File: src/include/cpc_pkg.sv
// Purpose: Constants and types for the capacity/power/cache command block
// Assumes: Command descriptors arrive whole, byte k at bits 8k+7..8k
// Notes: Sense key NONE with status GOOD marks a successful command
// Operation
// - Capacity query is opcode 25h, ten bytes, last byte is control
// - All eight capacity bytes go out before GOOD status
// - Capacity data: last block address then block length, MSB first
// - No medium: CHECK, NOT READY, unit-not-ready, state qualifier
// - Start/stop is opcode 1Bh; byte four holds power, loej, start
// - Immediate flag: status after validation, else after completion
// - Valid nonzero power code makes start and loej ignored
// - Power codes 0,1,2,3,5 mandatory, 7 optional, rest reserved
// - Dirty cached blocks reach the medium before Standby or Sleep
// - Device-controlled level is bounded by the power/performance setting
// - Commands needing more power than allowed end with low-power sense
// - Requesting the current power condition is not an error
// - With code zero: 00 stop, 01 ready, 10 unload, 11 load
// - No loej means no medium motion; stopped medium blocks transfers
// - Cache synchronize, opcode 35h, writes every newer cached block
// - Flushed blocks may remain valid in cache
// - With write caching disabled, synchronize may fail as invalid opcode
// - After Sleep, access may be refused until device reset
// - Write cache disabled: write GOOD only once data reaches medium
package cpc_pkg;
   // -------------------------------------------------------------
   // Opcodes and descriptor fields
   // -------------------------------------------------------------
   localparam logic [7:0] OP_CAP = 8'h25;
   localparam logic [7:0] OP_SSU = 8'h1B;
   localparam logic [7:0] OP_SYNC = 8'h35;
   localparam int SSU_BYTE = 4;
   localparam int PC_MSB = 7;
   localparam int PC_LSB = 4;
   localparam int LOEJ_BIT = 1;
   localparam int START_BIT = 0;
   localparam int IMM_BYTE = 1;
   localparam int IMM_BIT = 0;
   // -------------------------------------------------------------
   // Power condition codes and allowance ranks
   // -------------------------------------------------------------
   localparam logic [3:0] PC_NOCHG = 4'h0;
   localparam logic [3:0] PC_ACTIVE = 4'h1;
   localparam logic [3:0] PC_IDLE = 4'h2;
   localparam logic [3:0] PC_STANDBY = 4'h3;
   localparam logic [3:0] PC_SLEEP = 4'h5;
   localparam logic [3:0] PC_DEVCTL = 4'h7;
   localparam logic [1:0] RANK_SLEEP = 2'h0;
   localparam logic [1:0] RANK_STANDBY = 2'h1;
   localparam logic [1:0] RANK_IDLE = 2'h2;
   localparam logic [1:0] RANK_ACTIVE = 2'h3;
   localparam logic [1:0] CAP_NEED = 2'h1;
   localparam logic [1:0] SYNC_NEED = 2'h2;
   // -------------------------------------------------------------
   // Status and sense codes
   // -------------------------------------------------------------
   localparam logic [7:0] ST_GOOD = 8'h00;
   localparam logic [7:0] ST_CHECK = 8'h02;
   localparam logic [3:0] SK_NONE = 4'h0;
   localparam logic [3:0] SK_NOT_READY = 4'h2;
   localparam logic [3:0] SK_ILLEGAL = 4'h5;
   localparam logic [7:0] ASC_NONE = 8'h00;
   localparam logic [7:0] ASC_NOT_READY = 8'h04;
   localparam logic [7:0] ASC_LOW_PWR = 8'h5E;
   localparam logic [7:0] ASCQ_LOW_PWR = 8'h00;
   localparam logic [7:0] ASC_BAD_OP = 8'h20;
   localparam logic [7:0] ASC_BAD_FIELD = 8'h24;
   // -------------------------------------------------------------
   // Capacity transfer and resets
   // -------------------------------------------------------------
   localparam logic [2:0] CAP_LAST = 3'h7;
   localparam logic [3:0] PWR_RST = 4'h1;
   typedef enum logic [1:0] {S_IDLE, S_XFER, S_FLUSH, S_MED} cpc_state_t;
endpackage

File: src/include/cpc_flush_if.sv
// Purpose: Start/done link between command decoder and flush engine
// Assumes: One clock domain
// Notes: start and done are one-cycle pulses
`timescale 1ns/1ps
interface cpc_flush_if;
   logic start;
   logic done;
   logic busy;
   modport ctl (output start, input done, input busy);
   modport eng (input start, output done, output busy);
endinterface

File: src/cpc_flush.sv
// Purpose: Walks the dirty map and writes each dirty block to the medium
// Assumes: Cache clears a dirty bit itself after acknowledging its write
// Notes: Blocks stay valid in cache; nothing is evicted
`timescale 1ns/1ps
module cpc_flush import cpc_pkg::*; #(
   parameter int NBLK = 16
) (
   // Clock and reset
   input wire logic clk,
   input wire logic nrst,
   // Control
   cpc_flush_if.eng fl,
   // Cache write port
   input wire logic [NBLK-1:0] dirty,
   output logic wr_req,
   output logic [$clog2(NBLK)-1:0] wr_idx,
   input wire logic wr_ack
);
   localparam int IW = $clog2(NBLK);
   localparam logic [IW-1:0] LAST = IW'(NBLK - 1);
   logic busy_q;
   logic done_q;
   logic req_q;
   logic [IW-1:0] idx_q;
   logic step;

   // -------------------------------------------------------------
   // Scan
   // -------------------------------------------------------------
   assign step = busy_q && ((req_q && wr_ack) || (!req_q && !dirty[idx_q]));

   always_ff @(posedge clk or negedge nrst) begin
      if (!nrst) begin
         busy_q <= 1'b0;
         done_q <= 1'b0;
         idx_q <= '0;
      end else begin
         done_q <= 1'b0;
         if (fl.start && !busy_q) begin
            busy_q <= 1'b1;
            idx_q <= '0;
         end else if (step) begin
            if (idx_q == LAST) begin
               busy_q <= 1'b0;
               done_q <= 1'b1;
            end else begin
               idx_q <= idx_q + 1'b1;
            end
         end
      end
   end

   always_ff @(posedge clk or negedge nrst) begin
      if (!nrst) begin
         req_q <= 1'b0;
      end else if (req_q && wr_ack) begin
         req_q <= 1'b0;
      end else if (busy_q && !req_q && dirty[idx_q]) begin
         req_q <= 1'b1;
      end
   end

   assign wr_req = req_q;
   assign wr_idx = idx_q;
   assign fl.done = done_q;
   assign fl.busy = busy_q;

   // -------------------------------------------------------------
   // Checks
   // -------------------------------------------------------------
   req_hold_a: assert property (@(posedge clk) disable iff (!nrst)
      wr_req && !wr_ack |=> wr_req && $stable(wr_idx))
      else $error("flush write request dropped before ack");
endmodule

File: src/cpc_top.sv
// Purpose: Decodes capacity, start/stop and cache synchronize commands
// Assumes: Command and medium sides are logic on the same clock
// Notes: Sleep is left only through nrst
`timescale 1ns/1ps
module cpc_top import cpc_pkg::*; #(
   parameter int NBLK = 16,
   parameter bit DC_SUPPORT = 1'b1,
   parameter bit SYNC_WCD_REJECT = 1'b1
) (
   // Clock and reset
   input wire logic clk,
   input wire logic nrst,
   // Command in
   input wire logic cdb_valid,
   input wire logic [79:0] cdb,
   output logic cdb_ready,
   // Medium and configuration
   input wire logic medium_present,
   input wire logic [7:0] medium_ascq,
   input wire logic [31:0] last_lba,
   input wire logic [31:0] block_len,
   input wire logic wcd,
   input wire logic [7:0] power_perf,
   // Capacity data out
   output logic cap_valid,
   output logic [7:0] cap_byte,
   input wire logic cap_ready,
   // Status out
   output logic sts_valid,
   output logic [7:0] sts_code,
   output logic [3:0] sense_key,
   output logic [7:0] asc,
   output logic [7:0] ascq,
   // Medium control
   output logic med_req,
   output logic [1:0] med_act,
   input wire logic med_done,
   output logic unit_ready,
   // Power allowance for other commands
   output logic [3:0] pwr_cond,
   output logic [1:0] pwr_rank,
   input wire logic [1:0] need_rank,
   output logic need_ok,
   // Cache write port
   input wire logic [NBLK-1:0] dirty,
   output logic cache_wr_req,
   output logic [$clog2(NBLK)-1:0] cache_wr_idx,
   input wire logic cache_wr_ack,
   // Write completion
   input wire logic wr_cache_done,
   input wire logic wr_media_done,
   output logic wr_good
);
   cpc_state_t st_q;
   cpc_state_t nxt;
   logic [3:0] pwr_q;
   logic [3:0] tgt_q;
   logic imm_q;
   logic rdy_q;
   logic [63:0] cap_q;
   logic [2:0] cnt_q;
   logic [1:0] act_q;
   logic mreq_q;
   logic sv_q;
   logic [3:0] sk_q;
   logic [7:0] asc_q;
   logic [7:0] ascq_q;
   logic wg_q;
   logic acc;
   logic [7:0] opc;
   logic [3:0] pc;
   logic imm;
   logic pc_ok;
   logic sleep;
   logic [1:0] rank;
   logic rep;
   logic [3:0] rk;
   logic [7:0] ra;
   logic [7:0] rq;
   logic go_fl;
   logic go_med;
   logic set_pw;
   logic [3:0] new_pw;
   logic ld_cap;

   cpc_flush_if fl ();

   cpc_flush #(.NBLK(NBLK)) u_flush (
      .clk(clk),
      .nrst(nrst),
      .fl(fl),
      .dirty(dirty),
      .wr_req(cache_wr_req),
      .wr_idx(cache_wr_idx),
      .wr_ack(cache_wr_ack)
   );

   // -------------------------------------------------------------
   // Field decode
   // -------------------------------------------------------------
   assign cdb_ready = (st_q == S_IDLE);
   assign acc = cdb_valid && cdb_ready;
   assign opc = cdb[7:0];
   assign pc = cdb[8*SSU_BYTE+PC_LSB +: 4];
   assign imm = cdb[8*IMM_BYTE+IMM_BIT];
   assign sleep = (pwr_q == PC_SLEEP);

   always_comb begin
      case (pc)
         PC_NOCHG, PC_ACTIVE, PC_IDLE, PC_STANDBY, PC_SLEEP: pc_ok = 1'b1;
         PC_DEVCTL: pc_ok = DC_SUPPORT;
         default: pc_ok = 1'b0;
      endcase
   end

   // -------------------------------------------------------------
   // Power allowance
   // -------------------------------------------------------------
   always_comb begin
      case (pwr_q)
         PC_ACTIVE: rank = RANK_ACTIVE;
         PC_IDLE: rank = RANK_IDLE;
         PC_STANDBY: rank = RANK_STANDBY;
         PC_DEVCTL: begin
            rank = (power_perf != 8'h00) ? RANK_ACTIVE : RANK_IDLE;
         end
         default: rank = RANK_SLEEP;
      endcase
   end

   assign pwr_rank = rank;
   assign need_ok = !sleep && (need_rank <= rank);
   assign pwr_cond = pwr_q;

   // -------------------------------------------------------------
   // Command decision
   // -------------------------------------------------------------
   always_comb begin
      nxt = st_q;
      rep = 1'b0;
      rk = SK_NONE;
      ra = ASC_NONE;
      rq = ASC_NONE;
      go_fl = 1'b0;
      go_med = 1'b0;
      set_pw = 1'b0;
      new_pw = pwr_q;
      ld_cap = 1'b0;
      case (st_q)
         S_IDLE: begin
            if (acc) begin
               rep = 1'b1;
               case (opc)
                  OP_CAP: begin
                     if (sleep || rank < CAP_NEED) begin
                        rk = SK_ILLEGAL;
                        ra = ASC_LOW_PWR;
                        rq = ASCQ_LOW_PWR;
                     end else if (!medium_present || !rdy_q) begin
                        rk = SK_NOT_READY;
                        ra = ASC_NOT_READY;
                        rq = medium_ascq;
                     end else begin
                        rep = 1'b0;
                        ld_cap = 1'b1;
                        nxt = S_XFER;
                     end
                  end
                  OP_SSU: begin
                     if (sleep) begin
                        rk = SK_ILLEGAL;
                        ra = ASC_LOW_PWR;
                        rq = ASCQ_LOW_PWR;
                     end else if (!pc_ok) begin
                        rk = SK_ILLEGAL;
                        ra = ASC_BAD_FIELD;
                     end else if (pc != PC_NOCHG) begin
                        if (pc == pwr_q) begin
                           rep = 1'b1;
                        end else if (pc == PC_STANDBY || pc == PC_SLEEP) begin
                           go_fl = 1'b1;
                           rep = imm;
                           nxt = S_FLUSH;
                        end else begin
                           set_pw = 1'b1;
                           new_pw = pc;
                        end
                     end else begin
                        go_med = 1'b1;
                        rep = imm;
                        nxt = S_MED;
                     end
                  end
                  OP_SYNC: begin
                     if (wcd && SYNC_WCD_REJECT) begin
                        rk = SK_ILLEGAL;
                        ra = ASC_BAD_OP;
                     end else if (sleep || rank < SYNC_NEED) begin
                        rk = SK_ILLEGAL;
                        ra = ASC_LOW_PWR;
                        rq = ASCQ_LOW_PWR;
                     end else begin
                        rep = 1'b0;
                        go_fl = 1'b1;
                        nxt = S_FLUSH;
                     end
                  end
                  default: begin
                     rk = SK_ILLEGAL;
                     ra = ASC_BAD_OP;
                  end
               endcase
            end
         end
         S_XFER: begin
            if (cap_ready && cnt_q == CAP_LAST) begin
               rep = 1'b1;
               nxt = S_IDLE;
            end
         end
         S_FLUSH: begin
            if (fl.done) begin
               set_pw = 1'b1;
               new_pw = tgt_q;
               rep = !imm_q;
               nxt = S_IDLE;
            end
         end
         S_MED: begin
            if (med_done) begin
               rep = !imm_q;
               nxt = S_IDLE;
            end
         end
         default: nxt = S_IDLE;
      endcase
   end

   // -------------------------------------------------------------
   // State and power
   // -------------------------------------------------------------
   always_ff @(posedge clk or negedge nrst) begin
      if (!nrst) begin
         st_q <= S_IDLE;
      end else begin
         st_q <= nxt;
      end
   end

   always_ff @(posedge clk or negedge nrst) begin
      if (!nrst) begin
         pwr_q <= PWR_RST;
      end else if (set_pw) begin
         pwr_q <= new_pw;
      end
   end

   always_ff @(posedge clk or negedge nrst) begin
      if (!nrst) begin
         tgt_q <= PWR_RST;
         imm_q <= 1'b0;
      end else if (acc) begin
         tgt_q <= (opc == OP_SSU) ? pc : pwr_q;
         imm_q <= (opc == OP_SSU) && imm;
      end
   end

   assign fl.start = go_fl;

   // -------------------------------------------------------------
   // Medium control
   // -------------------------------------------------------------
   always_ff @(posedge clk or negedge nrst) begin
      if (!nrst) begin
         mreq_q <= 1'b0;
         act_q <= 2'h0;
      end else begin
         mreq_q <= go_med;
         if (go_med) begin
            act_q <= {cdb[8*SSU_BYTE+LOEJ_BIT], cdb[8*SSU_BYTE+START_BIT]};
         end
      end
   end

   always_ff @(posedge clk or negedge nrst) begin
      if (!nrst) begin
         rdy_q <= 1'b1;
      end else if (st_q == S_MED && med_done) begin
         rdy_q <= act_q[START_BIT];
      end
   end

   assign med_req = mreq_q;
   assign med_act = act_q;
   assign unit_ready = rdy_q;

   // -------------------------------------------------------------
   // Capacity data
   // -------------------------------------------------------------
   always_ff @(posedge clk or negedge nrst) begin
      if (!nrst) begin
         cap_q <= '0;
         cnt_q <= 3'h0;
      end else if (ld_cap) begin
         cap_q <= {last_lba, block_len};
         cnt_q <= 3'h0;
      end else if (st_q == S_XFER && cap_ready) begin
         cap_q <= {cap_q[55:0], 8'h00};
         cnt_q <= cnt_q + 3'h1;
      end
   end

   assign cap_valid = (st_q == S_XFER);
   assign cap_byte = cap_q[63:56];

   // -------------------------------------------------------------
   // Status
   // -------------------------------------------------------------
   always_ff @(posedge clk or negedge nrst) begin
      if (!nrst) begin
         sv_q <= 1'b0;
         sk_q <= SK_NONE;
         asc_q <= ASC_NONE;
         ascq_q <= ASC_NONE;
      end else begin
         sv_q <= rep;
         if (rep) begin
            sk_q <= rk;
            asc_q <= ra;
            ascq_q <= rq;
         end
      end
   end

   assign sts_valid = sv_q;
   assign sense_key = sk_q;
   assign asc = asc_q;
   assign ascq = ascq_q;
   assign sts_code = (sk_q == SK_NONE) ? ST_GOOD : ST_CHECK;

   // -------------------------------------------------------------
   // Write completion
   // -------------------------------------------------------------
   always_ff @(posedge clk or negedge nrst) begin
      if (!nrst) begin
         wg_q <= 1'b0;
      end else begin
         wg_q <= wcd ? wr_media_done : wr_cache_done;
      end
   end

   assign wr_good = wg_q;

   // -------------------------------------------------------------
   // Checks
   // -------------------------------------------------------------
   cap_order_a: assert property (@(posedge clk) disable iff (!nrst)
      cap_valid && cap_ready && cnt_q == CAP_LAST
      |=> sts_valid && sts_code == ST_GOOD && !cap_valid)
      else $error("capacity status not after last byte");
   cap_first_a: assert property (@(posedge clk) disable iff (!nrst)
      $rose(cap_valid) |-> cap_byte == $past(last_lba[31:24]))
      else $error("capacity data not address MSB first");
   no_medium_a: assert property (@(posedge clk) disable iff (!nrst)
      acc && opc == OP_CAP && !sleep && rank >= CAP_NEED && !medium_present
      |=> sts_valid && sense_key == SK_NOT_READY
          && asc == ASC_NOT_READY && ascq == $past(medium_ascq))
      else $error("missing not-ready sense for capacity");
   imm_early_a: assert property (@(posedge clk) disable iff (!nrst)
      acc && opc == OP_SSU && !sleep && imm && pc != pwr_q
      && (pc == PC_NOCHG || pc == PC_STANDBY || pc == PC_SLEEP)
      |=> sts_valid ##1 !sts_valid)
      else $error("immediate status not reported at once");
   pc_ignore_a: assert property (@(posedge clk) disable iff (!nrst)
      acc && opc == OP_SSU && pc != PC_NOCHG |=> !med_req)
      else $error("start or loej acted on with power code");
   flush_first_a: assert property (@(posedge clk) disable iff (!nrst)
      $changed(pwr_cond) && (pwr_cond == PC_STANDBY || pwr_cond == PC_SLEEP)
      |-> $past(fl.done))
      else $error("low power entered before cache flush");
   low_power_a: assert property (@(posedge clk) disable iff (!nrst)
      acc && opc == OP_SYNC && !wcd && rank < SYNC_NEED
      |=> sense_key == SK_ILLEGAL && asc == ASC_LOW_PWR)
      else $error("low power rejection missing");
   same_pwr_a: assert property (@(posedge clk) disable iff (!nrst)
      acc && opc == OP_SSU && !sleep && pc_ok && pc == pwr_q
      |=> sts_valid && sts_code == ST_GOOD)
      else $error("same power request reported as error");
   sleep_hold_a: assert property (@(posedge clk) disable iff (!nrst)
      pwr_cond == PC_SLEEP |=> pwr_cond == PC_SLEEP)
      else $error("sleep left without reset");
   wr_media_a: assert property (@(posedge clk) disable iff (!nrst)
      wcd && !wr_media_done |=> !wr_good)
      else $error("write good before medium with cache off");
   bad_pc_a: assert property (@(posedge clk) disable iff (!nrst)
      acc && opc == OP_SSU && !sleep && !pc_ok
      |=> sense_key == SK_ILLEGAL && asc == ASC_BAD_FIELD
          && $stable(pwr_cond))
      else $error("reserved power code not rejected");
endmodule
File: config.mk
export PLATFORM = sky130hd
export DESIGN_NAME = cpc_top
export DESIGN_NICKNAME = d
export VERILOG_FILES = /design/src/include/cpc_pkg.sv /design/src/include/cpc_flush_if.sv /design/src/cpc_flush.sv /design/src/cpc_top.sv
export SDC_FILE = /design/constraint.sdc
export NUM_CORES = 1
export LEC_CHECK = 0
export BUFFER_PORTS_ARGS = -buffer_cell sky130_fd_sc_hd__buf_2
export CORE_MARGIN = 4
export CORE_UTILIZATION = 47
export CTS_BUF_LIST = sky130_fd_sc_hd__clkbuf_16
export DETAILED_ROUTE_END_ITERATION = 12
export PLACE_DENSITY = 0.87
export SLEW_MARGIN = 20
export SYNTH_ARGS = -nofsm -noshare
export SYNTH_HDL_FRONTEND = slang
export SYNTH_SLANG_ARGS = --single-unit
File: constraint.sdc
create_clock -name clk -period 2.4 [get_ports clk]
set_input_delay 0.48 -clock clk [delete_from_list [all_inputs] [get_ports clk]]
set_output_delay 0.48 -clock clk [all_outputs]
set_load 0.01 [all_outputs]
# Word level (Yosys, flattened, before mapping)
# Index checks and enable logic that the tools add are counted.
totals:
  register_bits: 111
  latch_bits: 0
  mem_bits_rw: 0
  romBits: 0
  input_bits: 188
  out_inout_bits: 56
  wordCells: 217
  n_memories: 0
op_classes:
  add_sub_neg: 2
  multipliers: 0
  div: 0
  magnitude_cmp: 4
  n_eq_ne: 39
  shifts: 0
  mux: 115
  n_bitwise: 0
  n_reduce_logical: 39
op_table:
  columns: ["operator", "count"]
  rows:
  - ["64-bit two-way mux", 2]
  - ["4-bit two-way mux", 14]
  - ["8-bit two-way mux", 7]
  - ["1-bit two-way mux", 53]
  - ["2-bit two-way mux", 15]
  - ["7-bit two-way mux", 4]
  - ["3-bit two-way mux", 8]
  - ["8-bit one-hot mux with 3 select lines", 1]
  - ["3-bit inequality test, second input constant", 6]
  - ["4-bit by 2-bit equality test with 1-bit output, second input constant", 4]
  - ["4-bit by 3-bit equality test with 1-bit output, second input constant", 4]
  - ["8-bit by 6-bit equality test with 1-bit output, second input constant", 2]
  - ["2-bit one-hot mux with 4 select lines", 2]
  - ["2-bit by 1-bit inequality test with 1-bit output, second input constant", 7]
  - ["13-bit AND reduction", 1]
  - ["1-bit logical AND", 12]
  - ["4-bit one-hot mux with 3 select lines", 1]
  - ["10-bit AND reduction", 1]
  - ["2-bit nonzero test", 5]
  - ["4-bit by 1-bit equality test with 1-bit output, second input constant", 2]
  - ["8-bit by 5-bit equality test with 1-bit output, second input constant", 1]
  - ["4-bit logical NOT", 2]
  - ["2-bit inequality test, second input constant", 4]
  - ["4-bit inequality test, second input constant", 2]
  - ["other kinds (26)", 39]

# Longest topological paths before layout
# Gate-level depths: netlist of the first run.
depth:
  word_depth: 13
  mapped_depth: 9
  ltp_nobuf: 8

# Cells and area by module
# From an unflattened synthesis of the first run, not the netlist that was laid out.
hier_totals:
  cells_unflattened: 554
  area_unflattened_um2: 5312.6
by_module_without_submodules:
  columns: ["mod", "n_inst", "cells_each", "area_each_um2", "seq_area_each_um2"]
  rows:
  - ["cpc_top", 1, 497, 4749.6, 2431.1]
  - ["cpc_flush", 1, 57, 563.0, 175.2]

# Worst setup path after synthesis of the first run
# No wires, ideal clock.
synth_path:
  kind: "flip-flop to output port"
  startpoint: "reg pwr_q[1] (netlist: pwr_cond[1])"
  endpoint: "out need_ok"
  arrival_time_ps: 1858
  required_time_ps: 1920
  path_slack_ps: 62
  path_stages_with_launch: 10
  path_cell_list: "dfrtp_1 buf_6 xor2_1 mux2_4 nor2_1 inv_1 ha_1 a21oi_1 a21oi_1 nor2_1"
synth_between:
  elab_chain_len: 4
  word_cells_on_any_way: 9
  cone_classes: "order compare: 1; eq/ne: 5; mux: 1; reduce/logical: 2"
synth_rtl:
  columns: ["element", "line", "source"]
  rows:
  - ["start: declaration", "cpc_top.sv:56", "logic [3:0] pwr_q;"]
  - ["start signal: assignment", "cpc_top.sv:254", "pwr_q <= new_pw;"]
  - ["4-bit by 3-bit equality test with 1-bit output, or another cell as far along", "cpc_top.sv:120", "case (pwr_q)"]
  - ["2-bit one-hot mux with 4 select lines (*)", "cpc_top.sv:120", null]
  - ["via pwr_rank[1]", "cpc_top.sv:41", "output logic [1:0] pwr_rank,"]
  - ["2-bit <= comparator (*)", "cpc_top.sv:132", "assign need_ok = !sleep && (need_rank <= rank);"]
  - ["1-bit logical AND (*)", "cpc_top.sv:132", null]
  - ["end: declaration", "cpc_top.sv:43", "output logic need_ok,"]
# Mark *: on every way through the listed nets, which the timed path passes. The rest lies on a longest branch.

# Worst setup path in the final report of the first run
layout_path:
  startpoint: "in power_perf[5]"
  endpoint: "out need_ok"
layout_between:
  elab_chain_len: 5
layout_rtl:
  columns: ["element", "line", "source"]
  rows:
  - ["start: declaration", "cpc_top.sv:23", "input wire logic [7:0] power_perf,"]
  - ["8-bit nonzero test", "cpc_top.sv:125", "rank = (power_perf != 8'h00) ? RANK_ACTIVE : RANK_IDLE;"]
  - ["1-bit two-way mux", "cpc_top.sv:125", null]
  - ["2-bit one-hot mux with 4 select lines", "cpc_top.sv:120", null]
  - ["2-bit <= comparator", "cpc_top.sv:132", null]
  - ["1-bit logical AND", "cpc_top.sv:132", null]
# Every way passes these cells.

==> results of run 1 <==
==> power by group through the flow <==
stage | logic (mW) | registers, mW | clock network, mW
after floorplan | 0.117 | 1.86 | 0
after global placement | 0.303 | 1.84 | 0
after detailed placement | 0.308 | 1.85 | 0
after CTS | 0.310 | 1.81 | 1.51
after global routing | 0.354 | 1.82 | 1.60
final | 0.318 | 1.81 | 1.47
==> flip-flops by register name, indices dropped and copies added, names as in the netlist, 2 cells and up <==
signal,cells
st_q,2
tgt_q,4
sense_key,2
cap_q,64
cnt_q,3
asc,3
u_flush.wr_idx,4
pwr_cond,4
ascq,8
med_act,2
==> stage by stage <==
| step | setup TNS (ns) | total power, mW | setup WS, ns |
|---|---|---|---|
| floorplan | 0 | 1.97 | 0.0621 |
| global placement | -0.112 | 2.15 | -0.0470 |
| global route | -0.347 | 3.77 | -0.137 |
| detailed placement | -0.888 | 2.15 | -0.0945 |
| finish | -0.0568 | 3.60 | -0.0568 |
| CTS | -0.148 | 3.63 | -0.148 |
==> cell usage in the layout (no fill, tap or decap), drive strengths merged, types with 8 or more instances in the layout <==
cell	count
nand3	17
conb	10
clkbuf	9
buf	196
a22oi	50
nor2	28
inv	26
o21ai	18
mux2i	19
a21oi	25
nand2	160
a31oi	8
dfrtp	101
==> path summary, 6_finish.rpt <==
kind / start / endpoint / slack (ns) / depth (start not counted)
setup reg to reg: pwr_cond[1] / asc[4] / 0.05 / 9
hold reg to reg: cap_q[61] / cap_q[61] / 0.48 / 2
hold / removal: nrst / u_flush.wr_idx[1] / 0.09 / 1
min in group clk: block_len[3] / cap_q[3] / 0.33 / 3
max in group asynchronous: nrst / unit_ready / 1.70 / 2
setup / recovery: power_perf[5] / need_ok / -0.06 / 8
==> logic make-up after synthesis <==
kind of cell,share of synthesized area (%)
simple gates,21.1
compound gates,15.0
flops,48.9
buf+inv,7.82
mux,4.70
xor+xnor,1.15
fa+ha+maj,1.17
other cells,0.0704
==> cell type report <==
cell class              count  area (sq um)
flip-flops and latches    104          2610
clock buffers               9           225
fillers                   947          4270
multi-input cells         414          2410
well taps                 140           175
clock inverters             6          73.8
repair buffers            196          1130
inverters                  23          86.3
==> worst max-delay path: stages <==
cell and delay, ns:
buf_2 0.10, or4_1 0.52, o21ai_1 0.15, a21oi_1 0.11, ha_1 0.32, a21oi_2 0.12, nor2_1 0.04, buf_2 0.13
==> per-layer routing <==
layer / up-vias / global-route usage [%] / wire length [microns] / part of all wire, %
li1: 2305 / - / - / -
met1: 2202 / 27.3 / 5670 / 43
met2: 161 / 32.0 / 6340 / 49
met3: 19 / 2.59 / 776 / 5.9
met4: 0 / 7.05 / 269 / 2.1
met5: - / 0 / 0 / 0
==> timing repair <==
| item | CTS | global route |
|---|---|---|
| gates resized for setup | 4 | 16 |
| buffers inserted | 3 | 3 |
| endpoints found under the setup margin | 14 | 17 |
| pin swaps | 3 | 4 |
| gates cloned | 0 | 0 |
==> impl_metrics.toml, run 1 <==
[cells_and_area]
final_area_sq_mm = 0.00671
num-nets-final = 941
n_antenna_cell = 0
syn2layout_area_growth_pct = 26.0
fin_util_pct = 61.1
instances_no_fill = 892
drive_above_1_share_pct = 32.4

[synth]
synth_top_area_share_pct = 47.5
async_flop_share_pct = 100
postSynthCellCount = 588
synth_top_area_cell = "dfrtp_1"
synth_edf_count = 0
synth_cell_types = 52
ys_warn_count = 0
synth_commonest_cells = "nand2_1 (160), dfrtp_1 (101), a22oi_1 (50)"
synth-seq-cells = 104
synth_ff_type = "dfrtp_1"
avgSynthCellArea_sq_um = 9.06
synthesis.area_sq_mm = 0.00533
synth.area.top_cells = "dfrtp_1 (47%), nand2_1 (11%), a22oi_1 (7.0%), mux2i_1 (3.6%), buf_4 (3.1%)"
post-synth-top-count-cell = "nand2_1"
seq_area_frac_synth_pct = 48.9

[pwr]
power_switching_uw = 842
combPwrFrac_pct = 8.8
swShare_pct = 23.4
p_per_area_mw_per_mm2 = 537
pwr-share-seq_pct = 50.3
ir_drop_mv = 0.381
clockPowerShare_pct = 40.9
leakagePower_nw = 3.54
internal-power_mw = 2.76

[timing]
fin_crit_sh_pct = 102
tightestPinTransition_ns = 0.557
whs_ns = 0.0899
slew_headroom_pct = 62.7
finalCriticalPeriod_ns = 2.46
hold_viol_final = 0
finalSetupViolations = 1
skew_ns = 0.0133
max_freq_mhz = 407
worst_slack_ns = -0.0568
drv_slew = 0
rsz0062_at_grt = "yes"

[placed_design]
port_buffers = 168
dp_cells = 871
placed_cell_area_sq_mm = 0.00628
dpl.hpwl_microns = 9520
gp_congestion = 0.864

[critical_path]
criticalPathCategory = "input pin to output port"
worst_setup_path_start_kind = "input pin"
crit_required_ns = 1.92
crit_arrival_ns = 1.98
critPathMaxFanout = 2
end_kind = "output port"

[routing]
dr.pass1.iters = 5
avgViaCountPerCell = 5.25
wl_microns = 13100
dr.first_iter.drc_count = 348
drc = 0
num_vias = 4687
ant_nets = 0
wl_per_cell_microns = 14.6

[die]
fp.dieW_microns = 114
floorplan.initialDensity_pct = 48.5
dieArea_sq_mm = 0.0131
rows = 38
dieHeight_microns = 114
coreArea_sq_mm = 0.0110
io_pins = 244

[global_route]
grt_start_max_net_pins = 61
grt_overflow = 0
grt.total_usage_pct = 19.7
antenna_found_initial = 0
grt_pass1_vias = 4538
grt_pass1_wl_microns = 21200

[worst_hold_path]
worst_hold_path_type = "input pin to async pin"

[job]
drv_cap = 0

[clocking]
clkLatencyLatePin_ns = 0.34
clk_pin_slew_worst_paths_ns = 0.07
ctsRootBufferMaster = "clkbuf_16"
cts.sinks = 104
cts.htree.levels = 3
cts_buffer_depth = 2
cts_tree = "built"
numCtsBuffers = 9
ctsHoldBuffers = 0

[run_status]
outcome = "finished with violations"
failed_checks = "setup timing"
Note: power is estimated with default switching activity, not from simulation.
==> inputs of run 2 (changes only) <==
--- a/config.mk
+++ b/config.mk
@@ -10,6 +10,7 @@
 export CORE_UTILIZATION = 47
 export CTS_BUF_LIST = sky130_fd_sc_hd__clkbuf_16
 export DETAILED_ROUTE_END_ITERATION = 12
+export MAX_ROUTING_LAYER = met4
 export PLACE_DENSITY = 0.87
 export SLEW_MARGIN = 20
 export SYNTH_ARGS = -nofsm -noshare
==> run 2 against run 1 <==
Register-to-register slack about the same. Total power about the same. Non-clock buffer count is the same. Die area unchanged. First-iteration DRC count is 0.57% lower. Combinational power about the same. Clock skew shrank 0.0019 ns. Largest power group unchanged. Critical path depth stayed put. Core utilization is the same. Via count barely moved. Highest routed layer unchanged. The flow still finishes with violations (setup timing).
==> impl_metrics.toml, run 2 (same netlist as run 1, synthesis figures left out) <==
[critical_path]
crit_end = "need_ok"
r2r_cells = 8
regToRegSetupSlack_ns = 0.05
r2r_end = "asc[4]"
critPathMaxFanout = 2
crit_start = "power_perf[5]"
reg2reg_from = "pwr_cond[0]"
criticalPathCategory = "input pin to output port"
crit_arrival_ns = 1.98
worst_setup_path_start_kind = "input pin"
crit_required_ns = 1.92
end_kind = "output port"

[clocking]
cts_buffer_depth = 2
clkLatencyLatePin_ns = 0.34
clk_pin_slew_worst_paths_ns = 0.07
numCtsBuffers = 9
cts.htree.levels = 3
ctsRootBufferMaster = "clkbuf_16"
cts.sinks = 104
cts_tree = "built"
ctsHoldBuffers = 0

[timing]
finalSetupViolations = 1
slew_headroom_pct = 62.6
max_freq_mhz = 407
finalCriticalPeriod_ns = 2.46
skew_ns = 0.0114
drv_slew = 0
whs_ns = 0.0887
tightestPinTransition_ns = 0.559
worst_slack_ns = -0.0577
hold_viol_final = 0
fin_crit_sh_pct = 102
fin_setup_tns_ns = -0.0577
rsz0062_at_grt = "yes"

[routing]
num_vias = 4689
route.met2.wl_microns = 6350
ant_nets = 0
met3_length_microns = 695
wl_met1_microns = 5770
wl_per_cell_microns = 14.7
avgViaCountPerCell = 5.26
drc = 0
dr.first_iter.drc_count = 346
routed.top_layer = "met4"
dr.pass1.iters = 5
wl_microns = 13100

[cells_and_area]
largest_reg_flops = 64
layout_common_cells = "buf_2 (167), nand2_1 (160), dfrtp_1 (100), a22oi_1 (49), nor2_1 (26)"
final_area_sq_mm = 0.00671
instances_no_fill = 892
n_antenna_cell = 0
drive_above_1_share_pct = 32.4
regMostFlops = "cap_q"
fin_util_pct = 61.1
syn2layout_area_growth_pct = 26.0
final_common_cell = "buf_2"
num-nets-final = 941

[placed_design]
port_buffers = 168
gp_congestion = 0.878
pre_cts_ws_ns = -0.0945
dpl.hpwl_microns = 9520
dp_cells = 871
placed_cell_area_sq_mm = 0.00628

[die]
dieArea_sq_mm = 0.0131
floorplan.initialDensity_pct = 48.5
fp.dieW_microns = 114
io_pins = 244
dieHeight_microns = 114
rows = 38
coreArea_sq_mm = 0.0110

[global_route]
antenna_found_initial = 0
grt_pass1_vias = 4523
grt_start_max_net_pins = 61
grt_overflow = 0
grt.total_usage_pct = 20.3
grt_pass1_wl_microns = 21300

[worst_hold_path]
worst_hold_path_type = "input pin to async pin"

[pwr]
p_per_area_mw_per_mm2 = 537
power.total_mw = 3.60
leakagePower_nw = 3.54
ir_drop_mv = 0.382

[run_status]
failed_checks = "setup timing"
outcome = "finished with violations"

[job]
drv_cap = 0
-- run 2: cell counts in the layout (fill, tap and decap cells not counted) --
Identical to the previous run, type by type.
-- run 2: worst max-delay path, stage by stage --
cell and delay, ns:
buf_2 0.10, or4_1 0.52, o21ai_1 0.15, a21oi_1 0.11, ha_1 0.32, a21oi_2 0.12, nor2_1 0.04, buf_2 0.13
-- run 2: layout make-up --
cell class	instances	area [sq um]
clock buffers	9	225
clock inverters	6	73.8
fillers	947	4270
inverters	23	86.3
multi-input cells	414	2410
flip-flops and latches	104	2610
well taps	140	175
repair buffers	196	1130
-- run 2: worst min-delay path by stage --
stage,cells past startpoint,to,slack (ns),from
after floorplan,0,asc[2],0.18,nrst
after global placement,1,tgt_q[2],0.44,nrst
after detailed placement,1,tgt_q[1],0.45,nrst
after CTS,1,tgt_q[1],0.09,nrst
after global routing,1,u_flush.wr_idx[0],0.10,nrst
final,1,tgt_q[1],0.09,nrst
-- run 2: layer usage --
| metal | vias up | global-route usage [%] |
|---|---|---|
| met5 | - | - |
| met2 | 164 | 31.9 |
| li1 | 2304 | - |
| met1 | 2201 | 27.7 |
| met3 | 20 | 2.06 |
| met4 | 0 | 7.05 |
-- run 2: what timing repair did --
action	in CTS	in global routing
pin swaps	3	4
gates cloned	0	0
resized for setup	4	16
endpoints found under the setup margin	14	17
setup buffers	3	3
-- run 2: where the power goes --
group	switching (mW)	total, mW	leakage (nW)	internal [mW]
Combinational	0.167	0.318	2.00	0.151
Clock	0.652	1.47	0.140	0.818
Sequential	0.0215	1.81	1.40	1.79
